**config.mk**
```make
export PLATFORM = sky130hd
export DESIGN_NAME = tms_trigger_monitor
export DESIGN_NICKNAME = d
export VERILOG_FILES = /design/src/rtl/tms_trigger_monitor.v
export VERILOG_INCLUDE_DIRS = /design/src /design/src/common
export SDC_FILE = /design/constraint.sdc
export NUM_CORES = 2
export LEC_CHECK = 0
export ABC_AREA = 1
export BUFFER_PORTS_ARGS = -buffer_cell sky130_fd_sc_hd__buf_2
export CORE_MARGIN = 4
export CORE_UTILIZATION = 40
export DETAILED_ROUTE_END_ITERATION = 16
export SYNTH_ARGS = -nofsm -noshare
export SYNTH_HDL_FRONTEND = slang
export SYNTH_SLANG_ARGS = --single-unit
```
**constraint.sdc**
```tcl
create_clock -name core_clk_i -period 4.97 [get_ports core_clk_i]
set_input_delay 0.994 -clock core_clk_i [delete_from_list [all_inputs] [get_ports core_clk_i]]
set_output_delay 0.994 -clock core_clk_i [all_outputs]
set_load 0.05 [all_outputs]
```
**src/common/tms_defines.vh**
```
// Register offsets, field positions, reset values and sizes of the trigger monitor.
`ifndef TMS_DEFINES_VH
`define TMS_DEFINES_VH

// ----------------------------------------------------------------------------
// Register byte offsets
// ----------------------------------------------------------------------------
`define TMS_OFF_CTRL       8'h00
`define TMS_OFF_RATE       8'h04
`define TMS_OFF_SCALE      8'h08
`define TMS_OFF_SWTRIG     8'h0c
`define TMS_OFF_CLEAR      8'h10
`define TMS_OFF_STATUS     8'h14
`define TMS_OFF_MEASURED   8'h18
`define TMS_OFF_HIGHEST    8'h1c
`define TMS_OFF_LOWEST     8'h20
`define TMS_OFF_IN_TALLY   8'h24
`define TMS_OFF_OUT_TALLY  8'h28
`define TMS_OFF_LOST_TALLY 8'h2c
`define TMS_OFF_PFG0       8'h30
`define TMS_OFF_PFG3       8'h3c

// ----------------------------------------------------------------------------
// Control register fields
// ----------------------------------------------------------------------------
`define TMS_CTRL_MODE_LSB  0
`define TMS_CTRL_STATE_LSB 2
`define TMS_CTRL_QUEUE_BIT 4
`define TMS_CTRL_LINE_LSB  5
`define TMS_CTRL_OSEL_LSB  8

// ----------------------------------------------------------------------------
// Clear register bits
// ----------------------------------------------------------------------------
`define TMS_CLR_EXTREMES  0
`define TMS_CLR_IN_TALLY  1
`define TMS_CLR_OUT_TALLY 2
`define TMS_CLR_FLAG      3
`define TMS_CLR_LOST      4

// ----------------------------------------------------------------------------
// Trigger source modes and run states
// ----------------------------------------------------------------------------
`define TMS_MODE_GENERATOR 2'h0
`define TMS_MODE_EXTERNAL  2'h1
`define TMS_MODE_SOFTWARE  2'h2
`define TMS_MODE_SYNC      2'h3
`define TMS_RUN_ACTIVE     2'h0
`define TMS_RUN_DRAIN      2'h1
`define TMS_RUN_ABORT      2'h2

// ----------------------------------------------------------------------------
// Reset values and sizes
// ----------------------------------------------------------------------------
`define TMS_RATE_RST       32'h0001_312d
`define TMS_PFG_WIDTH_RST  16'h0010
`define TMS_QUEUE_DEPTH    11'h7f8

`endif

```
**src/rtl/tms_trigger_monitor.v**
```verilog
// Trigger source selection, run state control and monitoring for one camera process.
`timescale 1ns/1ps
`include "tms_defines.vh"

module tms_trigger_monitor (
  // Clock and reset.
  input wire core_clk_i,
  input wire nrst_i,
  // APB slave.
  input wire psel_i,
  input wire penable_i,
  input wire pwrite_i,
  input wire [7:0] paddr_i,
  input wire [31:0] pwdata_i,
  output wire pready_o,
  output reg [31:0] prdata_o,
  output reg pslverr_o,
  // Trigger sources and camera feedback.
  input wire [3:0] trig_line_i,
  input wire prev_trig_i,
  input wire first_process_i,
  input wire frame_done_i,
  // Camera trigger outputs and events.
  output reg [3:0] trig_out_o,
  output reg input_pulse_event_o,
  output reg output_pulse_event_o,
  output reg trigger_lost_event_o,
  output reg frame_lost_event_o
);

  // --------------------------------------------------------------------------
  // Helpers
  // --------------------------------------------------------------------------
  // A factor of zero behaves as one so that software cannot stall the chain.
  function [15:0] at_least_one;
    input [15:0] v;
    begin
      at_least_one = (v == 16'h0000) ? 16'h0001 : v;
    end
  endfunction

  // --------------------------------------------------------------------------
  // Registers and state
  // --------------------------------------------------------------------------
  reg [1:0] trigger_source_mode;
  reg [1:0] trigger_run_state;
  reg pulse_queue_enable;
  reg [1:0] input_line_select;
  reg [1:0] output_tally_select;
  reg [31:0] max_pulse_rate;
  reg [15:0] input_divide_factor;
  reg [15:0] pulse_multiplier;
  reg [15:0] pfg_width [0:3];
  reg [15:0] pfg_cnt [0:3];
  reg [31:0] input_freq_measured;
  reg [31:0] input_freq_highest;
  reg [31:0] input_freq_lowest;
  reg [31:0] period_cnt;
  reg [31:0] input_pulse_tally;
  reg [31:0] output_pulse_tally;
  reg [31:0] lost_frame_tally;
  reg period_limit_exceeded_flag;
  reg frame_outstanding;
  reg [3:0] line_q;
  reg prev_q;
  reg [31:0] gen_cnt;
  reg [15:0] div_cnt;
  reg [10:0] pending;
  reg [15:0] seq_left;
  reg [31:0] gap_cnt;
  reg [31:0] next_rdata;
  reg next_err;
  reg src_pulse;
  integer i;

  // --------------------------------------------------------------------------
  // Bus decode
  // --------------------------------------------------------------------------
  wire setup = psel_i & ~penable_i;
  wire wr = psel_i & penable_i & pwrite_i;
  wire wr_ctrl = wr & (paddr_i == `TMS_OFF_CTRL);
  wire wr_clear = wr & (paddr_i == `TMS_OFF_CLEAR);
  wire sw_write = wr & (paddr_i == `TMS_OFF_SWTRIG);
  wire clr_ext = wr_clear & pwdata_i[`TMS_CLR_EXTREMES];
  wire clr_in = wr_clear & pwdata_i[`TMS_CLR_IN_TALLY];
  wire clr_out = wr_clear & pwdata_i[`TMS_CLR_OUT_TALLY];
  wire clr_flag = wr_clear & pwdata_i[`TMS_CLR_FLAG];
  wire clr_lost = wr_clear & pwdata_i[`TMS_CLR_LOST];
  wire [1:0] wr_state = pwdata_i[`TMS_CTRL_STATE_LSB +: 2];
  wire restart = wr_ctrl & (wr_state == `TMS_RUN_ACTIVE) & (trigger_run_state != `TMS_RUN_ACTIVE);

  // No wait states: read data is captured in the setup cycle and stands in the access cycle.
  assign pready_o = psel_i & penable_i;

  always @* begin
    next_err = 1'b0;
    next_rdata = 32'h0000_0000;
    case (paddr_i)
      `TMS_OFF_CTRL: begin
        next_rdata[`TMS_CTRL_MODE_LSB +: 2] = trigger_source_mode;
        next_rdata[`TMS_CTRL_STATE_LSB +: 2] = trigger_run_state;
        next_rdata[`TMS_CTRL_QUEUE_BIT] = pulse_queue_enable;
        next_rdata[`TMS_CTRL_LINE_LSB +: 2] = input_line_select;
        next_rdata[`TMS_CTRL_OSEL_LSB +: 2] = output_tally_select;
      end
      `TMS_OFF_RATE: next_rdata = max_pulse_rate;
      `TMS_OFF_SCALE: next_rdata = {pulse_multiplier, input_divide_factor};
      `TMS_OFF_SWTRIG: next_rdata = 32'h0000_0000;
      `TMS_OFF_CLEAR: next_rdata = 32'h0000_0000;
      `TMS_OFF_STATUS: next_rdata = {5'h00, pending, 14'h0000, frame_outstanding, period_limit_exceeded_flag};
      `TMS_OFF_MEASURED: next_rdata = input_freq_measured;
      `TMS_OFF_HIGHEST: next_rdata = input_freq_highest;
      `TMS_OFF_LOWEST: next_rdata = input_freq_lowest;
      `TMS_OFF_IN_TALLY: next_rdata = input_pulse_tally;
      `TMS_OFF_OUT_TALLY: next_rdata = output_pulse_tally;
      `TMS_OFF_LOST_TALLY: next_rdata = lost_frame_tally;
      default: begin
        if (paddr_i >= `TMS_OFF_PFG0 && paddr_i <= `TMS_OFF_PFG3 && paddr_i[1:0] == 2'h0) begin
          next_rdata = {16'h0000, pfg_width[paddr_i[3:2]]};
        end else begin
          next_err = 1'b1;
        end
      end
    endcase
  end

  // --------------------------------------------------------------------------
  // Trigger source selection
  // --------------------------------------------------------------------------
  wire [3:0] line_rise = trig_line_i & ~line_q;
  wire sel_rise = line_rise[input_line_select];
  wire prev_rise = prev_trig_i & ~prev_q;
  wire running = (trigger_run_state == `TMS_RUN_ACTIVE);
  wire halted = (trigger_run_state == `TMS_RUN_ABORT);
  wire [31:0] period_m1 = (max_pulse_rate == 32'h0000_0000) ? 32'h0000_0000 : max_pulse_rate - 32'h0000_0001;
  wire gen_tick = running & (trigger_source_mode == `TMS_MODE_GENERATOR) & (gen_cnt >= period_m1);

  always @* begin
    case (trigger_source_mode)
      `TMS_MODE_GENERATOR: src_pulse = gen_tick;
      `TMS_MODE_EXTERNAL: src_pulse = sel_rise;
      `TMS_MODE_SOFTWARE: src_pulse = sw_write;
      `TMS_MODE_SYNC: src_pulse = prev_rise & ~first_process_i;
      default: src_pulse = 1'b0;
    endcase
  end

  // Only the active state lets a source pulse into the chain.
  wire accept_src = src_pulse & running;
  wire ds_hit = accept_src & (div_cnt >= at_least_one(input_divide_factor) - 16'h0001);
  wire gap_ok = (gap_cnt == 32'h0000_0000);
  // A taken pulse needs two cycles to reach the sequencer, so it may be taken while two gap cycles remain.
  // Waiting for a zero gap would instead drop every second generator tick at the configured rate.
  wire idle = (pending == 11'h000) & (seq_left == 16'h0000) & (gap_cnt <= 32'h0000_0002);
  // Without the queue a pulse is taken only when the chain is idle and at most two gap cycles remain.
  wire can_take = pulse_queue_enable ? (pending < `TMS_QUEUE_DEPTH) : idle;
  wire take = ds_hit & can_take;
  wire discard = ds_hit & ~can_take;
  wire seq_load = ~halted & (seq_left == 16'h0000) & (pending != 11'h000);
  wire fire = ~halted & (seq_left != 16'h0000) & gap_ok;

  // --------------------------------------------------------------------------
  // Main sequential logic
  // --------------------------------------------------------------------------
  always @(posedge core_clk_i) begin
    if (!nrst_i) begin
      trigger_source_mode <= `TMS_MODE_GENERATOR;
      trigger_run_state <= `TMS_RUN_DRAIN;
      pulse_queue_enable <= 1'b0;
      input_line_select <= 2'h0;
      output_tally_select <= 2'h0;
      max_pulse_rate <= `TMS_RATE_RST;
      input_divide_factor <= 16'h0001;
      pulse_multiplier <= 16'h0001;
      for (i = 0; i < 4; i = i + 1) begin
        pfg_width[i] <= `TMS_PFG_WIDTH_RST;
        pfg_cnt[i] <= 16'h0000;
      end
      input_freq_measured <= 32'h0000_0000;
      input_freq_highest <= 32'h0000_0000;
      input_freq_lowest <= 32'h0000_0000;
      period_cnt <= 32'h0000_0000;
      input_pulse_tally <= 32'h0000_0000;
      output_pulse_tally <= 32'h0000_0000;
      lost_frame_tally <= 32'h0000_0000;
      period_limit_exceeded_flag <= 1'b0;
      frame_outstanding <= 1'b0;
      line_q <= 4'h0;
      prev_q <= 1'b0;
      gen_cnt <= 32'h0000_0000;
      div_cnt <= 16'h0000;
      pending <= 11'h000;
      seq_left <= 16'h0000;
      gap_cnt <= 32'h0000_0000;
      trig_out_o <= 4'h0;
      input_pulse_event_o <= 1'b0;
      output_pulse_event_o <= 1'b0;
      trigger_lost_event_o <= 1'b0;
      frame_lost_event_o <= 1'b0;
      prdata_o <= 32'h0000_0000;
      pslverr_o <= 1'b0;
    end else begin
      line_q <= trig_line_i;
      prev_q <= prev_trig_i;
      if (setup) begin
        prdata_o <= next_rdata;
        pslverr_o <= next_err;
      end

      // Software writes; an unmapped address is answered with pslverr and no effect.
      if (wr_ctrl) begin
        trigger_source_mode <= pwdata_i[`TMS_CTRL_MODE_LSB +: 2];
        if (wr_state != 2'h3) begin
          trigger_run_state <= wr_state;
        end
        pulse_queue_enable <= pwdata_i[`TMS_CTRL_QUEUE_BIT];
        input_line_select <= pwdata_i[`TMS_CTRL_LINE_LSB +: 2];
        output_tally_select <= pwdata_i[`TMS_CTRL_OSEL_LSB +: 2];
      end
      if (wr && paddr_i == `TMS_OFF_RATE) begin
        max_pulse_rate <= pwdata_i;
      end
      if (wr && paddr_i == `TMS_OFF_SCALE) begin
        input_divide_factor <= pwdata_i[15:0];
        pulse_multiplier <= pwdata_i[31:16];
      end
      for (i = 0; i < 4; i = i + 1) begin
        if (wr && paddr_i == (`TMS_OFF_PFG0 + 8'h04 * i[7:0])) begin
          pfg_width[i] <= pwdata_i[15:0];
        end
      end

      // Rate measurement on the selected line runs in every mode and state.
      if (period_cnt != 32'hffff_ffff) begin
        period_cnt <= period_cnt + 32'h0000_0001;
      end
      if (sel_rise) begin
        period_cnt <= 32'h0000_0000;
        input_freq_measured <= period_cnt + 32'h0000_0001;
        if (period_cnt + 32'h0000_0001 < input_freq_highest) begin
          input_freq_highest <= period_cnt + 32'h0000_0001;
        end
        if (period_cnt + 32'h0000_0001 > input_freq_lowest) begin
          input_freq_lowest <= period_cnt + 32'h0000_0001;
        end
      end
      if (clr_ext) begin
        input_freq_highest <= 32'hffff_ffff;
        input_freq_lowest <= 32'h0000_0000;
      end

      // Input side: events, tally and downscale.
      input_pulse_event_o <= accept_src;
      if (clr_in) begin
        input_pulse_tally <= 32'h0000_0000;
      end else if (accept_src) begin
        input_pulse_tally <= input_pulse_tally + 32'h0000_0001;
      end
      if (accept_src) begin
        div_cnt <= ds_hit ? 16'h0000 : div_cnt + 16'h0001;
      end
      if (running && trigger_source_mode == `TMS_MODE_GENERATOR) begin
        gen_cnt <= gen_tick ? 32'h0000_0000 : gen_cnt + 32'h0000_0001;
      end else begin
        gen_cnt <= 32'h0000_0000;
      end
      trigger_lost_event_o <= discard;
      if (discard) begin
        period_limit_exceeded_flag <= 1'b1;
      end else if (clr_flag) begin
        period_limit_exceeded_flag <= 1'b0;
      end

      // Queue and sequencer keep running in the drain state and freeze when aborted.
      pending <= pending + {10'h000, take} - {10'h000, seq_load};
      if (seq_load) begin
        seq_left <= at_least_one(pulse_multiplier);
      end else if (fire) begin
        seq_left <= seq_left - 16'h0001;
      end
      if (fire) begin
        gap_cnt <= period_m1;
      end else if (!gap_ok && !halted) begin
        gap_cnt <= gap_cnt - 32'h0000_0001;
      end

      // Pulse form generators; an abort truncates any pulse in progress.
      for (i = 0; i < 4; i = i + 1) begin
        if (halted) begin
          pfg_cnt[i] <= 16'h0000;
          trig_out_o[i] <= 1'b0;
        end else if (fire) begin
          pfg_cnt[i] <= pfg_width[i];
          trig_out_o[i] <= (pfg_width[i] != 16'h0000);
        end else begin
          pfg_cnt[i] <= (pfg_cnt[i] != 16'h0000) ? pfg_cnt[i] - 16'h0001 : 16'h0000;
          trig_out_o[i] <= (pfg_cnt[i] > 16'h0001);
        end
      end
      output_pulse_event_o <= fire;
      if (clr_out) begin
        output_pulse_tally <= 32'h0000_0000;
      end else if (fire && pfg_width[output_tally_select] != 16'h0000) begin
        output_pulse_tally <= output_pulse_tally + 32'h0000_0001;
      end

      // A trigger sent while the previous frame is still missing counts as a lost frame.
      frame_lost_event_o <= fire & frame_outstanding & ~frame_done_i;
      frame_outstanding <= fire | (frame_outstanding & ~frame_done_i);
      if (clr_lost) begin
        lost_frame_tally <= 32'h0000_0000;
      end else if (fire && frame_outstanding && !frame_done_i) begin
        lost_frame_tally <= lost_frame_tally + 32'h0000_0001;
      end

      // Returning to the active state from drain or abort flushes the queue and sequencer; placed last so it wins.
      if (restart) begin
        pending <= 11'h000;
        seq_left <= 16'h0000;
        gap_cnt <= 32'h0000_0000;
        div_cnt <= 16'h0000;
      end
    end
  end

endmodule

```
==> results.ini <==
[run_status]
outcome = finished, final reports clean

[place]
place_congestion = 0.960
dp_hpwl_mm = 97.6
dp.cells = 6385
io_buffer_count = 93

[route]
wl_per_cell_um = 19.6
drtPass1Iterations = 6
vias_per_cell = 5.31
ant_nets = 0
drt-initial-drc-count = 3213
routed_wl_mm = 127
via_count = 34598
drcViolationCount = 0

[pwr]
sw_frac_of_total_pct = 37.1
power_density_mw_per_mm2 = 403
total_power_uw = 16000
seqPwrFrac_pct = 35.0
internal-power_uw = 10100
ir_drop_uv = 368
p_leak_uw = 0.0167
p_sw_uw = 5940
combPwrFrac_pct = 30.6
pwr-share-clk_pct = 34.4

[logic_synthesis]
synth_top_area_share_pct = 25.9
post-synth-top-area-cell = dfxtp_1
syn-instance-count = 5151
netlist_area_mm2 = 0.0351
synth_top_flop_cell = dfxtp_1
ys_types = 52
ys_async_sr_fraction_pct = 0
synth-edff-count = 128
synth-seq-cells = 582
ys_top_cells_by_area = dfxtp_1 (26%), nand2_1 (14%), edfxtp_1 (11%), nor2_1 (7.5%), inv_1 (6.8%)
yosysSeqAreaShare_pct = 36.8
synth.yosys.warnings = 0
syn_area_per_cell_um2 = 6.81

[clocking]
cts_buffer_depth = 3
cts-root-buf = clkbuf_16
cts_sinks = 582
clk_pin_slew_worst_paths_ns = 0.07
cts_tree = built
cts-buffers-inserted = 72
clk_latency_ns = 0.67
cts_htree_levels = 3

[layout]
drive_gt1_share_pct = 7.01
utilization_pct = 45.8
final_cell_mix = nand2_1 (1272), nor2_1 (697), inv_1 (629)
synthToLayoutAreaGrowth_pct = 13.4
stdcell_count = 6521
n_fill_cell = 9066
nets = 5514
layout_commonest_cell = nand2_1

[global_route]
use_met1_pct = 36.6
grt_antenna_before_repair = 1
met3_usage_pct = 3.77
top_usage_layer = met2
grt.met2_usage_pct = 42.2
grt_max_degree = 63
grt_overflow = 0
grt_pass1_wl_mm = 192
grt_pass1_vias = 31843
grt_usage_pct = 26.5

[timing]
holdWs_ns = 0.458
rsz0062_at_grt = false
skew_ns = 0.0356
tightestPinTransition_ns = 1.18
fmax_mhz = 214
post-route-min-period_ns = 4.67
slew_headroom_pct = 21.4
hold_viol = 0
finalSetupViolations = 0
fin_crit_sh_pct = 94.0
maxSlewViolCount = 0

[hold_path]
hold_path.class = reg2reg
hp-start = input_pulse_tally[31]
hold_end = input_pulse_tally[31]
holdPathStages = 2

[setup_path]
slowest_stage = fa_2
crit_type = reg2reg
r2r-end = pending[8]
r2r_cells = 32
r2r-start = input_divide_factor[11]
start_kind = register
critPathRequiredTime_ns = 5.50
critical_path_arrival_ns = 5.20
critPathCaptureType = register
max_stage_delay_ns = 0.39
critPathBufInv = 4
reg2reg_slack_ns = 0.30
crit_top_cell = nand2_1
path_max_fanout = 3
crit_family = simple AND/OR/NAND/NOR gates

[job]
drv_cap = 0

[die]
die-area_mm2 = 0.0925
rows = 108
die_y_um = 304
initial_core_util_pct = 40.4
ioPinCount = 94
core_mm2 = 0.0869
die_w_um = 304

## power by group through the flow
| stage | registers, uW | logic (uW) | clock network, uW |
|---|---|---|---|
| final | 5620 | 4900 | 5520 |
| after global routing | 5670 | 5540 | 5770 |
| after CTS | 5610 | 4830 | 5590 |
| after detailed placement | 5710 | 4800 | 0 |
| after global placement | 5700 | 4770 | 0 |
| after floorplan | 5620 | 3600 | 0 |
## state kept, by name (all words and copies together), names as in the netlist, 32 cells and up, named ones only
| signal | cells |
|---|---|
| gap_cnt | 32 |
| gen_cnt | 32 |
| input_freq_highest | 32 |
| input_freq_lowest | 32 |
| input_freq_measured | 32 |
| input_pulse_tally | 32 |
| lost_frame_tally | 32 |
| max_pulse_rate | 32 |
| output_pulse_tally | 32 |
| period_cnt | 32 |
| pfg_cnt | 64 |
| pfg_width | 64 |
| prdata_o | 32 |
## routing by layer
| layer | routed length (um) | vias up |
|---|---|---|
| met5 | 0 | - |
| li1 | - | 17067 |
| met1 | 55900 | 15979 |
| met4 | 4780 | 0 |
| met3 | 10200 | 219 |
| met2 | 56600 | 1333 |
## repair_timing
action / CTS / global route
hold endpoints to repair: 0 / 0
endpoints found under the setup margin: 4 / 7
setup buffers: 0 / 3
resized for setup: 1 / 20
hold buffers: 0 / 0
pin swaps: 0 / 12
## cell families (layout without fill, tap and decap cells)
group           after synthesis  count (layout)  synth area share (%)
simple gates               2562            2562                  30.4
buf+inv                     814             965                  8.97
compound gates              804             804                  12.4
flops                       582             582                  36.8
xor+xnor                    233             233                  5.81
fa+ha+maj                   155             155                  5.55
other cells                   1              65                0.0107
## per-stage QoR
step	setup slack (ns)	instance area [um2]	TNS, ns
6_report	0.300	39800	0
5_1_grt	0.00551	39800	0
4_1_cts	0.00678	39700	0
3_5_place_dp	-0.0307	37300	-0.0380
3_3_place_gp	0.0407	37300	0
2_1_floorplan	0.416	35300	0
## cells in the mapped netlist, drive strengths merged, types with 7 or more instances
cell	instances
buf	50
nor3	139
o211ai	13
o21a	12
nand3	254
inv	638
o2111ai	11
nand4	107
dfxtp	454
a21oi	388
or2	10
clkbuf	122
xnor2	47
ha	154
xor2	186
a31oi	7
edfxtp	128
nor4	24
o21ai	237
nand3b	19
nand2	1281
o22ai	112
nor2	715
## how the worst max path moves through the flow
stage | end | slack, ns | depth (start not counted) | startpoint
3_3_place_gp | pending[8] | 0.04 | 32 | input_divide_factor[10]
4_1_cts | pending[4] | 0.007 | 29 | input_divide_factor[11]
2_1_floorplan | pending[4] | 0.42 | 27 | max_pulse_rate[0]
5_1_grt | pending[4] | 0.006 | 29 | input_divide_factor[7]
6_report | pending[8] | 0.30 | 32 | input_divide_factor[11]
3_5_place_dp | pending[4] | -0.03 | 29 | input_divide_factor[10]
## layout make-up
type                            instances  area, um2  share of cell area (%)
Clock inverter                         37        444                    1.12
Inverter                              642       2410                    6.05
Sequential cell                       582      12900                    32.5
Timing Repair Buffer                  191       1220                    3.05
Antenna cell                            1       2.50                 0.00629
Tap cell                             1155       1450                    3.63
Multi-Input combinational cell       3818      19400                    48.6
Clock buffer                           95       1990                    5.00
## tightest hold or removal path: cells and delay by family (launching register included)
kind            cells  cell delay, ns
flops               1            0.31
compound gates      1            0.05
simple gates        1            0.06
Note: power is estimated with default switching activity, not from simulation.
